[config.mk]
export PLATFORM = sky130hd
export DESIGN_NAME = nc_word_device_flat
export DESIGN_NICKNAME = d
export VERILOG_FILES = /design/src/logic/nc_word_pkg.sv /design/src/logic/nc_word_if.sv /design/src/logic/nc_value_asm.sv /design/src/logic/nc_word_device.sv /design/src/flat_wrapper.sv
export SDC_FILE = /design/constraint.sdc
export NUM_CORES = 1
export LEC_CHECK = 0
export BUFFER_PORTS_ARGS = -buffer_cell sky130_fd_sc_hd__buf_2
export CELL_PAD_IN_SITES_DETAIL_PLACEMENT = 0
export CELL_PAD_IN_SITES_GLOBAL_PLACEMENT = 1
export CORE_MARGIN = 5
export CORE_UTILIZATION = 38
export CTS_CLUSTER_SIZE = 10
export DETAILED_ROUTE_END_ITERATION = 7
export PLACE_DENSITY = 0.85
export SLEW_MARGIN = 20
export SYNTH_ARGS = -nofsm -noshare
export SYNTH_HDL_FRONTEND = slang
export SYNTH_SLANG_ARGS = --single-unit
[constraint.sdc]
create_clock -name clk -period 2.56 [get_ports clk]
set_input_delay 0.256 -clock clk [delete_from_list [all_inputs] [get_ports clk]]
set_output_delay 0.256 -clock clk [all_outputs]
set_load 0.005 [all_outputs]
[src/logic/nc_word_pkg.sv]
package nc_word_pkg;

    // ------------------------------------------------------------
    // Telegram word layout
    // ------------------------------------------------------------
    localparam int        WORD_W        = 16;
    localparam int        RW_BIT        = 15;
    localparam int        ERR_BIT       = 14;
    localparam int        STAMP_HI      = 11;
    localparam int        STAMP_LO      = 8;
    localparam int        DATA_HI       = 7;
    localparam int        DATA_LO       = 0;
    localparam logic [15:0] ABORT_WORD  = 16'h0000;
    localparam logic [15:0] WORD_RST    = 16'h0000;
    localparam logic [3:0]  STAMP_MENU  = 4'h1;
    localparam logic [3:0]  STAMP_PARAM = 4'h2;
    localparam logic [3:0]  STAMP_B3    = 4'h3;
    localparam logic [3:0]  STAMP_B2    = 4'h4;
    localparam logic [3:0]  STAMP_B1    = 4'h5;
    localparam logic [3:0]  STAMP_B0    = 4'h6;
    localparam logic        RW_WRITE    = 1'b0;
    localparam logic        RW_READ     = 1'b1;

    // ------------------------------------------------------------
    // Module configuration
    // ------------------------------------------------------------
    localparam logic [7:0]  CFG_MENU        = 8'h3C;
    localparam logic [7:0]  RESET_PARAM     = 8'h20;
    localparam logic [31:0] RESET_VALUE     = 32'h0000_0001;
    localparam logic [15:0] HOST_TIMEOUT    = 16'h0FA0;

    typedef enum logic [1:0] {
        M_IDLE,
        M_SEND,
        M_WAIT,
        M_ABORT
    } master_state_t;

endpackage

[src/logic/nc_word_if.sv]
`timescale 1ns/1ns
interface nc_word_if;
    logic [15:0] out_word;
    logic [15:0] in_word;

    modport device (input out_word, output in_word);
    modport master (output out_word, input in_word);
endinterface

[src/logic/nc_value_asm.sv]
`timescale 1ns/1ns
module nc_value_asm
    import nc_word_pkg::*;
(
    input  wire logic        clk,
    input  wire logic        rst,
    input  wire logic        clr,
    input  wire logic        load,
    input  wire logic [1:0]  sel,
    input  wire logic [7:0]  byte_in,
    output logic [31:0]      value
);
    // ------------------------------------------------------------
    // Byte lanes, one per generate entry
    // ------------------------------------------------------------
    genvar i;
    generate
        for (i = 0; i < 4; i++)
        begin : g_lane
            always_ff @(posedge clk or posedge rst)
            begin
                if (rst)
                    value[8*i+7:8*i] <= 8'h00;
                else if (clr)
                    value[8*i+7:8*i] <= 8'h00;
                else if (load && sel == 2'(i))
                    value[8*i+7:8*i] <= byte_in;
            end
        end
    endgenerate
endmodule

[src/logic/nc_word_device.sv]
`timescale 1ns/1ns
module nc_word_device
    import nc_word_pkg::*;
(
    input  wire logic        clk,
    input  wire logic        rst,
    nc_word_if.device        link,
    output logic             par_wr,
    output logic [7:0]       par_menu,
    output logic [7:0]       par_num,
    output logic [31:0]      par_value,
    input  wire logic        par_ok,
    input  wire logic [31:0] par_rd_value,
    output logic             cfg_pending,
    output logic             module_reset
);
    import nc_word_pkg::*;

    typedef struct packed {
        logic [3:0]  expect_stamp;
        logic        rw;
        logic [7:0]  menu;
        logic [7:0]  param;
        logic [15:0] echo;
        logic        wr;
        logic        pend;
        logic        mrst;
    } dev_state_t;

    dev_state_t st_ff;
    dev_state_t nxt_st;

    logic [3:0]  stamp;
    logic [7:0]  payload;
    logic        accept;
    logic        abort;
    logic        asm_load;
    logic [1:0]  asm_sel;
    logic [31:0] wr_value;

    // ------------------------------------------------------------
    // Telegram decode
    // ------------------------------------------------------------
    assign stamp   = link.out_word[STAMP_HI:STAMP_LO];
    assign payload = link.out_word[DATA_HI:DATA_LO];
    assign abort   = (link.out_word == ABORT_WORD);
    // Repeats of the current word re-match nothing, so a held word is harmless
    assign accept  = !abort && (stamp == st_ff.expect_stamp);

    // Write bytes land in lanes; stamp three is the top byte
    assign asm_load = accept && st_ff.rw == RW_WRITE && stamp >= STAMP_B3;
    assign asm_sel  = 2'(STAMP_B0 - stamp);

    nc_value_asm u_asm (
        .clk     (clk),
        .rst     (rst),
        .clr     (abort),
        .load    (asm_load),
        .sel     (asm_sel),
        .byte_in (payload),
        .value   (wr_value)
    );

    // ------------------------------------------------------------
    // Sequencer next state
    // ------------------------------------------------------------
    always_comb
    begin
        nxt_st      = st_ff;
        nxt_st.wr   = 1'b0;
        nxt_st.mrst = 1'b0;
        if (abort)
        begin
            nxt_st.expect_stamp = STAMP_MENU;
            nxt_st.menu         = 8'h00;
            nxt_st.param        = 8'h00;
            nxt_st.echo         = WORD_RST;
        end
        else if (accept)
        begin
            nxt_st.expect_stamp = stamp + 4'h1;
            nxt_st.echo         = link.out_word;
            if (stamp == STAMP_MENU)
            begin
                nxt_st.rw   = link.out_word[RW_BIT];
                nxt_st.menu = payload;
            end
            if (stamp == STAMP_PARAM)
                nxt_st.param = payload;
            if (st_ff.rw == RW_READ && stamp >= STAMP_B3)
                nxt_st.echo[DATA_HI:DATA_LO] = par_rd_value[8*(STAMP_B0-stamp) +: 8];
            if (stamp == STAMP_B0)
            begin
                nxt_st.expect_stamp = 4'hF;               // Park until zero word
                if (st_ff.rw == RW_WRITE)
                begin
                    nxt_st.wr = 1'b1;
                    nxt_st.echo[ERR_BIT] = !par_ok;
                    // Config writes mark pending, the module reset write clears it; applied on module reset
                    if (st_ff.menu == CFG_MENU)
                        nxt_st.pend = 1'b1;
                    if (st_ff.menu == CFG_MENU && st_ff.param == RESET_PARAM
                        && {wr_value[31:8], payload} == RESET_VALUE && par_ok)
                    begin
                        nxt_st.mrst = 1'b1;
                        nxt_st.pend = 1'b0;
                    end
                end
            end
        end
    end

    // ------------------------------------------------------------
    // State register
    // ------------------------------------------------------------
    always_ff @(posedge clk or posedge rst)
    begin
        if (rst)
        begin
            st_ff              <= '0;
            st_ff.expect_stamp <= STAMP_MENU;
            st_ff.rw           <= RW_READ;
        end
        else
            st_ff <= nxt_st;
    end

    // ------------------------------------------------------------
    // Parameter write strobe
    // ------------------------------------------------------------
    // Combinational on the final telegram so par_ok answers in the
    // same cycle; a registered strobe would cost a second cycle of
    // out_word hold, which the master does not promise.
    // Lasts one cycle only: acceptance parks the expected stamp at
    // the next edge, so a held final word cannot strobe again.
    assign par_wr = asm_load && stamp == STAMP_B0;

    // ------------------------------------------------------------
    // Parameter address
    // ------------------------------------------------------------
    // Menu and parameter stay registered for the whole message,
    // so the drive sees a stable address while par_wr is high.
    // Both clear on a zero word so a cut message leaves no address.
    assign par_menu = st_ff.menu;
    assign par_num  = st_ff.param;

    // ------------------------------------------------------------
    // Parameter value
    // ------------------------------------------------------------
    // Top three bytes come from the lanes, the low byte straight
    // from the current telegram, so the value is whole in the very
    // cycle of the strobe. No scaling here: the drive places any
    // decimal point itself, the channel moves a raw integer.
    assign par_value = {wr_value[31:8], payload};

    // ------------------------------------------------------------
    // Echo word
    // ------------------------------------------------------------
    // The echo is registered, so the master sees it one edge after
    // acceptance and never a half-updated word.
    // On an error echo the master uses the stamp bits 11:8 and bit 14.
    assign link.in_word = st_ff.echo;

    // ------------------------------------------------------------
    // Configuration status
    // ------------------------------------------------------------
    // Pending stays up until the module reset pulse, so software
    // can tell that written settings are not yet in force.
    // The reset pulse is one cycle wide and starts on the same edge as the echo.
    assign cfg_pending  = st_ff.pend;
    assign module_reset = st_ff.mrst;
endmodule

[src/flat_wrapper.sv]
// flat-port wrapper written by rule: the top's interface ports become plain ports
module nc_word_device_flat import nc_word_pkg::*;
  (clk, rst, par_wr, par_menu, par_num, par_value, par_ok, par_rd_value, cfg_pending, module_reset, link_out_word, link_in_word);
  nc_word_if link_i ();
  input  wire logic clk;
  input  wire logic rst;
  output logic par_wr;
  output logic [7:0] par_menu;
  output logic [7:0] par_num;
  output logic [31:0] par_value;
  input  wire logic par_ok;
  input  wire logic [31:0] par_rd_value;
  output logic cfg_pending;
  output logic module_reset;
  input wire logic [$bits(link_i.out_word)-1:0] link_out_word;
  output wire logic [$bits(link_i.in_word)-1:0] link_in_word;
  assign link_i.out_word = link_out_word;
  assign link_in_word = link_i.in_word;
  nc_word_device u_core (.clk(clk), .rst(rst), .link(link_i), .par_wr(par_wr), .par_menu(par_menu), .par_num(par_num), .par_value(par_value), .par_ok(par_ok), .par_rd_value(par_rd_value), .cfg_pending(cfg_pending), .module_reset(module_reset));
endmodule
======== Yosys cells after proc, flatten, opt, wreduce, memory -nomap -nowiden ========
Index checks and enable logic that the tools add are counted.
word-level totals
  word-level logic and storage cells ...... 72
  memories ................................ 0
  output and inout port bits .............. 67
  input port bits ......................... 51
  bits in read-only memories .............. 0
  bits in writable memories ............... 0
  latch bits .............................. 0
  register bits after elaboration ......... 63
cells by class
  reduce and logical (&&, ||, !) cells .... 25
  $mul .................................... 0
  magnitude comparators ................... 1
  div/mod/pow operators ................... 0
  equality and inequality tests ........... 10
  bitwise operators ....................... 2
  add/sub/neg operators ................... 3
  shift-type cells ........................ 1
  muxes and demuxes ....................... 20
operator list
  cell                   count
  $mux W8                8
  $mux W40               1
  $shiftx A32 B33 Y8     1
  $eq A32 B1 Y1 const B  1
  $mux W32               1
  $eq A8 B6 Y1 const B   2
  $logic_not A16 Y1      1
  $reduce_bool A2 Y1     7
  $logic_and A1 B1 Y1    11
  $mux W9                1
  $mux W4                2
  $mux W3                2
  $reduce_and A5 Y1      1
  $sub A3 B4 Y5 const A  1
  $add A4 B1 Y4 const B  1
  $eq A2 B2 Y1 const B   2
  $eq A4 B1 Y1 const B   1
  $eq A4 B2 Y1 const B   1
  $eq A4 B3 Y1 const B   1
  $eq A4 B4 Y1           1
  $ge A4 B2 Y1 const B   1
  $mux W1                4
  $reduce_and A2 Y1      2
  $reduce_and A3 Y1      1
  other kinds (5)        7

======== Longest topological paths before layout ========
Gate-level depths: netlist (run 1).
  depth in word-level cells ............... 9
  gate-level depth with buffers ........... 10
  mapped depth without buffers ............ 7

======== Modules after synthesis ========
From an unflattened synthesis (run 1), not the netlist that was laid out.
second synthesis, totals
  cells, all modules ...................... 404
  area, all modules ....................... 4,090.2 µm²
modules (own cells, without submodules)
  module          cells each  times used  area an instance (µm²)  seq. area each (µm²)
  nc_word_device  285         1           2,625.0                 978.4
  nc_value_asm    119         1           1,465.2                 800.8

======== Worst setup path before layout (run 1) ========
No wires, ideal clock.
  path type ............................... in2reg
  from .................................... in link_out_word[8]
  to ...................................... reg u_core.u_asm.value[10]
  path slack .............................. 416 ps
  arrival time ............................ 2,017 ps
  required time ........................... 2,433 ps
  path buffers ............................ 4
  stages on the path ...................... 10
  setup time .............................. 127 ps
  path through ............................ clkbuf_2 > buf_2 > inv_1 > ha_1 > nor4b_1 > nand4_2 > buf_6 > buf_1 > nand3_1 > o21ai_0
on the way
  word-level cells in the longest chain between the ends .. 7
  elaborated cells between the ends (all ways) .. 12
  those cells by class .................... add/sub (1); order compare (1); eq/ne (2); mux (1); reduce/logical (7)
RTL lines
  element                            line                  RTL
  start, declared                    flat_wrapper.sv:15    input wire logic [$bits(link_i.out_word)-1:0] link_out_word;
  $logic_not A16 Y1                  nc_word_device.sv:46  assign abort = (link.out_word == ABORT_WORD);
  $logic_not A1 Y1                   nc_word_device.sv:48  assign accept = !abort && (stamp == st_ff.expect_stamp);
  $logic_and A1 B1 Y1                nc_word_device.sv:48
  $logic_and A1 B1 Y1 (2 in series)  nc_word_device.sv:51  assign asm_load = accept && st_ff.rw == RW_WRITE && stamp >= STAMP_B3;
  $logic_and A1 B1 Y1                nc_value_asm.sv:26    else if (load && sel == 2'(i))
  $reduce_bool A2 Y1 (no line)       -
  end signal, assigned by index      nc_value_asm.sv:27    value[8*i+7:8*i] <= byte_in;
  end, declared                      nc_value_asm.sv:11    output logic [31:0] value
Parallel ways exist; a longest one is shown, timed or not.
A chain may end at the register's enable or synchronous reset.

======== Worst setup path after layout (run 1) ========
  from .................................... reg u_core.st_ff[38] in the netlist's numbering
  to ...................................... out par_wr
on the way
  word-level cells in the longest chain between the ends .. 5
RTL lines
  element                            line                   RTL
  start, declared                    nc_word_device.sv:30   dev_state_t st_ff;
  start signal, assigned             nc_word_device.sv:125  st_ff <= nxt_st;
  $eq A4 B4 Y1                       nc_word_device.sv:48
  $logic_and A1 B1 Y1                nc_word_device.sv:48
  $logic_and A1 B1 Y1 (2 in series)  nc_word_device.sv:51
  $logic_and A1 B1 Y1                nc_word_device.sv:136  assign par_wr = asm_load && stamp == STAMP_B0;
  end, declared                      flat_wrapper.sv:7      output logic par_wr;
Every way passes these cells.

==> impl_metrics.json, run 1 <==
{
  "drive_gt1_share_pct": 38.2,
  "finalWirelength_mm": 9.22,
  "antenna_found_initial": 0,
  "p_leak_nw": 2.04,
  "postCtsResizedCells": 0,
  "grt_usage_pct": 17.2,
  "drt.antenna.violating_nets": 0,
  "cts.path.max_buffers": 2,
  "synth_area_mm2": 0.00348,
  "layout.nets": 480,
  "pwr-share-clk_pct": 24.0,
  "place_congestion": 0.808,
  "grt_pass1_vias": 2854,
  "cts_buffers": 9,
  "status": "finished, final reports clean",
  "die_h_um": 106,
  "fin_util_pct": 44.6,
  "worst_skew_pair.late_latency_ns": 0.35,
  "synth_flop_cell": "dfrtp_1",
  "grt-ovfl-total": 0,
  "drcViolationCount": 0,
  "p_switching_mw": 1.35,
  "synth.top_cells.by_count": "dfrtp_1, buf_4, nand2_1, o21ai_0, nand3_1",
  "crit_fanout": 15,
  "rows": 35,
  "clk_pin_slew_ns": 0.07,
  "cts_tree": "built",
  "dpl-instance-area_mm2": 0.00382,
  "layout_setup_ws_ns": 0.407,
  "vias_per_cell": 5.19,
  "p_per_area_mw_per_mm2": 975,
  "io_buffer_count": 117,
  "synth_area_leaders": "dfrtp_1, buf_4, mux4_2",
  "yosysWarnings": 0,
  "required_ns": 2.30,
  "io_pins": 118,
  "avgSynthCellArea_um2": 10.0,
  "slew_viol_final": 0,
  "ys_types": 45,
  "ir_drop_uv": 347,
  "clkSinkCount": 63,
  "fin_worst_skew_ns": 0.0106,
  "die_area_mm2": 0.0112,
  "rsz0062_at_grt": "no",
  "synth_nets": 402,
  "dr.first_iter.drc_count": 98,
  "avgRoutedWirePerCell_um": 17.1,
  "tightestPinTransition_ns": 0.715,
  "hold_class": "input pin to flop",
  "finalInstanceArea_mm2": 0.00405,
  "synth-seq-cells": 63,
  "endpoint_kind": "primary output",
  "dr.pass1.iters": 4,
  "start_util_pct": 38.3,
  "maxCapViolCount": 0,
  "synthArstFlopShare_pct": 100,
  "swShare_pct": 34.3,
  "finalSetupViolCount": 0,
  "synthCells": 346,
  "intPower_mw": 2.59,
  "synth_top_area_share_pct": 43.9,
  "p_comb_share_pct": 32.2,
  "post_cts_buffers": 0,
  "startpoint_type": "flop",
  "criticalPathCategory": "flop to primary output",
  "dpl.hpwl_mm": 7.18,
  "synth.most_common_cell": "dfrtp_1",
  "ys_seq_area_share_pct": 45.4,
  "grt_pass1_wl_mm": 14.9,
  "cts_root_buf": "clkbuf_8",
  "cp_data_arrival_time_ns": 1.90,
  "preCtsSetupSlack_ns": 0.324,
  "fin_crit_ns": 2.15,
  "clock.fmax_mhz": 464,
  "die_w_um": 106,
  "slew_headroom_pct": 52.2,
  "area_growth_pct": 16.4,
  "diodes": 0,
  "synth-edff-count": 0,
  "finalHoldViolCount": 0,
  "finalSetupTns_ns": 0,
  "grt_max_degree": 38,
  "p_seq_share_pct": 43.9,
  "vias": 2803,
  "synth_top_area_cell": "dfrtp_1",
  "htreeDepth": 3,
  "period_share_pct": 84.1,
  "core_mm2": 0.00906
}
-- final cells by class --
cell class / count / area, µm²
multi-input combinational: 202 / 1370
fill: 905 / 5020
clock buffer: 10 / 128
sequential: 63 / 1580
tap: 111 / 139
inverter: 21 / 78.8
clock inverter: 6 / 85.1
timing repair buffer: 127 / 663
-- worst max-delay path, stage by stage (launching register included) --
cell,delay [ns]
dfrtp_1,0.42
xor2_2,0.20
nor4_4,0.39
buf_4,0.30
and2_1,0.15
buf_2,0.10
-- metrics by stage --
step	total power [mW]	std cells	hold WS (ns)
floorplan	2.67	346	0.373
global placement	3.00	523	0.206
detailed placement	3.04	523	0.210
CTS	3.99	540	0.158
global route	4.23	540	0.176
finish	3.94	540	0.169
-- cells in the final DEF, fill, tap and decap left out, types with 3 or more instances in the layout --
cell type	count
buf_2	117
dfrtp_1	61
nand2_1	38
o21ai_0	35
nand3_1	26
inv_1	20
nor2_1	15
mux2i_1	10
o221ai_1	9
clkbuf_8	9
buf_4	9
nor4_1	8
mux4_2	8
a21oi_1	5
ha_1	5
nand4_2	4
nand4_1	4
nor3_1	3
nor4b_1	3
xor2_1	3
-- state kept, by name (all words and copies together), names as in the netlist --
register and cells:
u_core.cfg_pending 1, u_core.link.in_word 16, u_core.module_reset 1, u_core.par_menu 8
u_core.par_num 8, u_core.st_ff 5, u_core.u_asm.value 24
-- worst paths after layout --
check / from / endpoint / slack [ns] / cells past startpoint
min in group asynchronous: rst / u_core.par_menu[0]$_DFFE_PP0P_ / 0.39 / 3
min: link_out_word[13] / u_core.link.in_word[13]$_DFFE_PP0P_ / 0.17 / 2
max: u_core.st_ff[38]$_DFFE_PP0P_ / par_wr / 0.41 / 5
min reg2reg: u_core.link.in_word[4]$_DFFE_PP0P_ / u_core.link.in_word[4]$_DFFE_PP0P_ / 0.50 / 2
max in group asynchronous: rst / u_core.u_asm.value[26]$_DFFE_PP0P_ / 1.49 / 4
max reg2reg: u_core.st_ff[38]$_DFFE_PP0P_ / u_core.link.in_word[0]$_DFFE_PP0P_ / 0.56 / 5
-- per-layer routing --
| metal | track usage (%) | share of wire [%] | vias up |
|---|---|---|---|
| met2 | 27.6 | 47 | 110 |
| met4 | 6.38 | 2.0 | 0 |
| met3 | 5.08 | 6.9 | 15 |
| li1 | - | - | 1321 |
| met5 | 0 | 0 | - |
| met1 | 21.9 | 44 | 1357 |
-- cells by family (layout without fill, tap and decap cells) --
| logic type | count (synthesis) | after routing | synth area share, % |
|---|---|---|---|
| mux | 19 | 19 | 8.50 |
| compound gates | 57 | 57 | 9.83 |
| fa+ha+maj | 5 | 5 | 1.80 |
| xor+xnor | 4 | 4 | 1.22 |
| flops | 63 | 63 | 45.4 |
| buf+inv | 81 | 164 | 15.1 |
| simple gates | 117 | 117 | 18.1 |
-- what timing repair did --
action | CTS | global route
endpoints found under the hold margin | 8 | 0
endpoints found under the setup margin | 0 | 0
hold buffers | 1 | 0
-- power by group through the flow --
stage	registers, mW	clock network [mW]	logic (mW)
after floorplan	1.69	0	0.988
after global placement	1.74	0	1.25
after detailed placement	1.75	0	1.29
after CTS	1.74	0.960	1.30
after global routing	1.79	1.00	1.43
final	1.73	0.945	1.27
No activity file was read; power rests on OpenSTA's default activity.
==> run 2, diff against run 1 <==
- CORE_UTILIZATION: 38 -> 34
- PLACE_DENSITY: 0.85 -> 0.81
- clock period: 2.56 -> 1.9 ns (I/O delays scaled with it)
==> impl_metrics.json, run 2 (synthesized netlist as in run 1, its figures left out) <==
{
  "clock.fmax_mhz": 531,
  "finalWirelength_mm": 9.58,
  "fin_worst_skew_ns": 0.00770,
  "required_ns": 1.71,
  "grt_pass1_wl_mm": 15.5,
  "cts_root_buf": "clkbuf_8",
  "vias_per_cell": 4.87,
  "endpoint_kind": "primary output",
  "avgRoutedWirePerCell_um": 16.5,
  "p_leak_nw": 2.13,
  "dr.pass1.iters": 4,
  "finalInstanceArea_mm2": 0.00429,
  "rows": 37,
  "layout.nets": 494,
  "dpl-instance-area_mm2": 0.00399,
  "die_area_mm2": 0.0123,
  "finalSetupViolCount": 0,
  "dr.first_iter.drc_count": 138,
  "io_buffer_count": 117,
  "start_util_pct": 34.3,
  "grt_pass1_vias": 2867,
  "finalSetupTns_ns": 0,
  "drt.antenna.violating_nets": 0,
  "met1_usage_pct": 20.3,
  "status": "finished, final reports clean",
  "final_cell_mix": "buf_2, dfrtp_1, nand2_1",
  "htreeDepth": 3,
  "grt_max_degree": 37,
  "startpoint_type": "flop",
  "max_flop_register": "u_core.u_asm.value",
  "cp_data_arrival_time_ns": 1.69,
  "preCtsSetupSlack_ns": -0.0337,
  "crit_path_top_delay_cell": "dfrtp_1",
  "final_common_cell": "buf_2",
  "core_mm2": 0.0101,
  "cts.path.max_buffers": 2,
  "grt_usage_pct": 15.7,
  "slew_headroom_pct": 64.5,
  "max_stage_delay_ns": 0.41,
  "nFillCells": 1000,
  "die_h_um": 111,
  "drive_gt1_share_pct": 41.1,
  "crit_fanout": 4,
  "period_share_pct": 99.1,
  "diodes": 0,
  "cts_tree": "built",
  "pwr-share-clk_pct": 23.6,
  "slew_viol_final": 0,
  "rsz0062_at_grt": "yes",
  "fin_crit_ns": 1.88,
  "vias": 2817,
  "area_growth_pct": 23.4,
  "cts_buffers": 9,
  "use_met2_pct": 24.6,
  "die_w_um": 111,
  "largest_reg_flops": 24,
  "place_congestion": 0.782,
  "worst_skew_pair.late_latency_ns": 0.34,
  "layout_setup_ws_ns": 0.0167,
  "tightestPinTransition_ns": 0.530,
  "finalHoldViolCount": 0,
  "dpl.hpwl_mm": 7.49,
  "total_power_mw": 5.40,
  "ir_drop_uv": 342,
  "use_met3_pct": 5.62,
  "p_per_area_mw_per_mm2": 1260,
  "antenna_found_initial": 0,
  "clk_pin_slew_ns": 0.07,
  "p_seq_share_pct": 43.3,
  "clkSinkCount": 63,
  "intPower_mw": 3.54,
  "fin_hold_ws_ns": 0.125,
  "criticalPathCategory": "flop to primary output",
  "swShare_pct": 34.4,
  "maxCapViolCount": 0,
  "io_pins": 118,
  "drcViolationCount": 0,
  "busiest_layer": "met2",
  "hold_class": "input pin to flop",
  "cp_cell_sequence": "xor2_2 > nor4_4 > buf_4 > and2_4 > buf_6",
  "p_switching_mw": 1.86,
  "p_comb_share_pct": 33.1,
  "grt-ovfl-total": 0
}
==> run 2: final cells by class <==
cell class	instances	area, µm²	share of cell area [%]
clock buffer	10	128	2.98
sequential	63	1580	36.8
tap	136	170	3.97
clock inverter	6	85.1	1.98
multi-input combinational	202	1430	33.4
inverter	21	78.8	1.84
timing repair buffer	141	816	19.0
==> run 2: worst paths after layout <==
| kind | depth (start not counted) | end | start | slack, ns |
|---|---|---|---|---|
| max reg2reg | 7 | u_core.par_num[6]$_DFFE_PP0P_ | u_core.st_ff[38]$_DFFE_PP0P_ | 0.07 |
| max in group asynchronous | 4 | u_core.st_ff[36]$_DFFE_PP1P_ | rst | 0.84 |
| min reg2reg | 1 | u_core.link.in_word[13]$_DFFE_PP0P_ | u_core.link.in_word[13]$_DFFE_PP0P_ | 0.50 |
| max | 5 | par_wr | u_core.st_ff[38]$_DFFE_PP0P_ | 0.02 |
| min | 2 | u_core.link.in_word[13]$_DFFE_PP0P_ | link_out_word[13] | 0.13 |
| min in group asynchronous | 3 | u_core.u_asm.value[10]$_DFFE_PP0P_ | rst | 0.35 |
==> run 2: repair_timing <==
action	4_1_cts	5_1_grt
gates resized for setup	0	7
setup endpoints to repair	20	34
buffers inserted	2	2
pin swaps	1	2
hold endpoints to repair	15	0
hold buffers	1	0
==> run 2: power groups by stage <==
stage | registers, mW | clock network [mW] | logic (mW)
detailed placement | 2.36 | 0 | 1.77
global placement | 2.34 | 0 | 1.73
finish | 2.34 | 1.27 | 1.79
global route | 2.41 | 1.35 | 2.04
CTS | 2.34 | 1.29 | 1.79
floorplan | 2.27 | 0 | 1.34
==> run 2: routing by layer <==
layer	wire length (µm)	up-vias	share of wire (%)
met5	0	-	0
met4	160	0	1.7
met3	669	14	7.0
met2	4520	90	47
met1	4220	1357	44
li1	-	1356	-
==> run 2: stage by stage <==
step | utilization (%) | instances
5_1_grt | 42.3 | 579
3_5_place_dp | 39.4 | 558
4_1_cts | 41.7 | 577
2_1_floorplan | - | 346
3_3_place_gp | 39.4 | 558
6_report | 42.3 | 579
==> run 2: worst max-delay path: cells and delay by family (launching register included) <==
| family | cells | cell delay (ns) |
|---|---|---|
| AND/OR/NAND/NOR | 2 | 0.51 |
| buffers and inverters | 2 | 0.27 |
| XOR/XNOR | 1 | 0.17 |
| flip-flops | 1 | 0.41 |
==> run 3, diff against run 2 <==
- CORE_ASPECT_RATIO: unset -> 1.4
- CORE_UTILIZATION: 34 -> 33
- PLACE_DENSITY: 0.81 -> 0.79
==> impl_metrics.json, run 3 (synthesized netlist as in run 1, its figures left out) <==
{
  "hold_class": "input pin to flop",
  "cts_root_buf": "clkbuf_16",
  "nFillCells": 1045,
  "core_mm2": 0.0103,
  "clock.fmax_mhz": 526,
  "dpl-instance-area_mm2": 0.00399,
  "layout.nets": 495,
  "area_growth_pct": 29.0,
  "p_per_area_mw_per_mm2": 1320,
  "period_share_pct": 100,
  "violations": "setup timing",
  "io_pins": 118,
  "largest_reg_flops": 24,
  "dr.pass1.iters": 4,
  "die_area_mm2": 0.0127,
  "finalWirelength_mm": 10.1,
  "grt_max_degree": 37,
  "ir_drop_uv": 554,
  "cts_tree": "built",
  "rsz0062_at_grt": "yes",
  "startpoint_type": "flop",
  "dpl.hpwl_mm": 7.62,
  "crit_fanout": 4,
  "layout_setup_ws_ns": -0.000719,
  "cp_data_arrival_time_ns": 1.71,
  "antenna_found_initial": 0,
  "cts_buffers": 9,
  "place_congestion": 0.771,
  "fin_hold_ws_ns": 0.118,
  "dr.first_iter.drc_count": 157,
  "worst_skew_pair.late_latency_ns": 0.33,
  "criticalPathCategory": "flop to primary output",
  "grt-ovfl-total": 0,
  "status": "finished, violations left",
  "final_common_cell": "buf_2",
  "grt_pass1_vias": 2891,
  "drcViolationCount": 0,
  "vias_per_cell": 4.93,
  "clk_pin_slew_ns": 0.06,
  "die_w_um": 96.7,
  "avgRoutedWirePerCell_um": 17.3,
  "grt_usage_pct": 15.3,
  "endpoint_kind": "primary output",
  "drive_gt1_share_pct": 44.4,
  "required_ns": 1.71,
  "final_cell_mix": "buf_2, dfrtp_1, nand2_1",
  "fin_worst_skew_ns": 0.00740,
  "drt.antenna.violating_nets": 0,
  "maxCapViolCount": 0,
  "start_util_pct": 33.6,
  "p_leak_nw": 2.20,
  "max_flop_register": "u_core.u_asm.value",
  "finalHoldViolCount": 0,
  "finalInstanceArea_mm2": 0.00448,
  "grt_pass1_wl_mm": 15.5,
  "tightestPinTransition_ns": 0.586,
  "fin_crit_ns": 1.90,
  "slew_viol_final": 0,
  "finalSetupViolCount": 1,
  "die_h_um": 131,
  "slew_headroom_pct": 60.8,
  "diodes": 0,
  "vias": 2869,
  "clkSinkCount": 63,
  "htreeDepth": 3,
  "total_power_mw": 5.93,
  "io_buffer_count": 117,
  "cts.path.max_buffers": 2,
  "rows": 44
}
==> run 3: critical path, stage by stage, from the launching register on <==
cell and delay, ns:
dfstp_2 0.55, xor2_2 0.08, nor4_4 0.38, buf_6 0.16
and2_4 0.13, buf_6 0.08
==> run 3: worst paths after layout <==
path	from	endpoint	slack [ns]	cells after the start
worst max-delay path	u_core.st_ff[36]$_DFFE_PP1P_	par_wr	-0.0007	5
worst min register to register	u_core.link.in_word[3]$_DFFE_PP0P_	u_core.link.in_word[3]$_DFFE_PP0P_	0.49	2
worst max register to register	u_core.st_ff[36]$_DFFE_PP1P_	u_core.par_menu[1]$_DFFE_PP0P_	0.02	6
max in group asynchronous	rst	u_core.st_ff[36]$_DFFE_PP1P_	0.93	4
min in group asynchronous	rst	u_core.par_num[4]$_DFFE_PP0P_	0.39	3
worst min-delay path	link_out_word[13]	u_core.link.in_word[13]$_DFFE_PP0P_	0.12	2
==> run 3: repair_timing <==
action	in CTS	in global routing
gates resized for setup	2	27
buffers inserted	1	2
setup endpoints to repair	1	24
endpoints found under the hold margin	13	0
pin swaps	0	9
gates cloned	0	1
hold buffers	1	0
==> run 3: cell type report <==
type                            count  area [µm²]  share of cell area (%)
Clock buffer                       11         243                    5.41
Tap cell                          138         173                    3.85
Sequential cell                    63        1580                    35.2
Clock inverter                      5        57.6                    1.28
Inverter                           21        78.8                    1.76
Multi-Input combinational cell    203        1530                    34.0
Timing Repair Buffer              141         826                    18.4
==> run 3: per-stage QoR <==
step | util [%] | TNS, ns | setup WS [ns] | cells
floorplan | - | 0 | 0.0157 | 346
global placement | 38.6 | 0 | 0.0148 | 561
detailed placement | 38.6 | -0.0404 | -0.0158 | 561
CTS | 41.7 | 0 | 0.00430 | 579
global route | 43.3 | -0.520 | -0.0790 | 582
finish | 43.3 | -0.000719 | -0.000719 | 582
==> run 3: layer usage <==
layer	track usage, %	up-vias	part of all wire [%]
li1	-	1361	-
met1	17.8	1414	40
met2	26.2	75	54
met3	4.35	19	4.0
met4	6.87	0	2.5
met5	0	-	0
==> run 3: power by group <==
| part | leakage [nW] | internal, mW | switching [mW] |
|---|---|---|---|
| clock network | 0.138 | 1.05 | 0.596 |
| registers | 0.812 | 1.92 | 0.430 |
| logic | 1.25 | 0.969 | 0.966 |
| total | 2.20 | 3.93 | 1.99 |
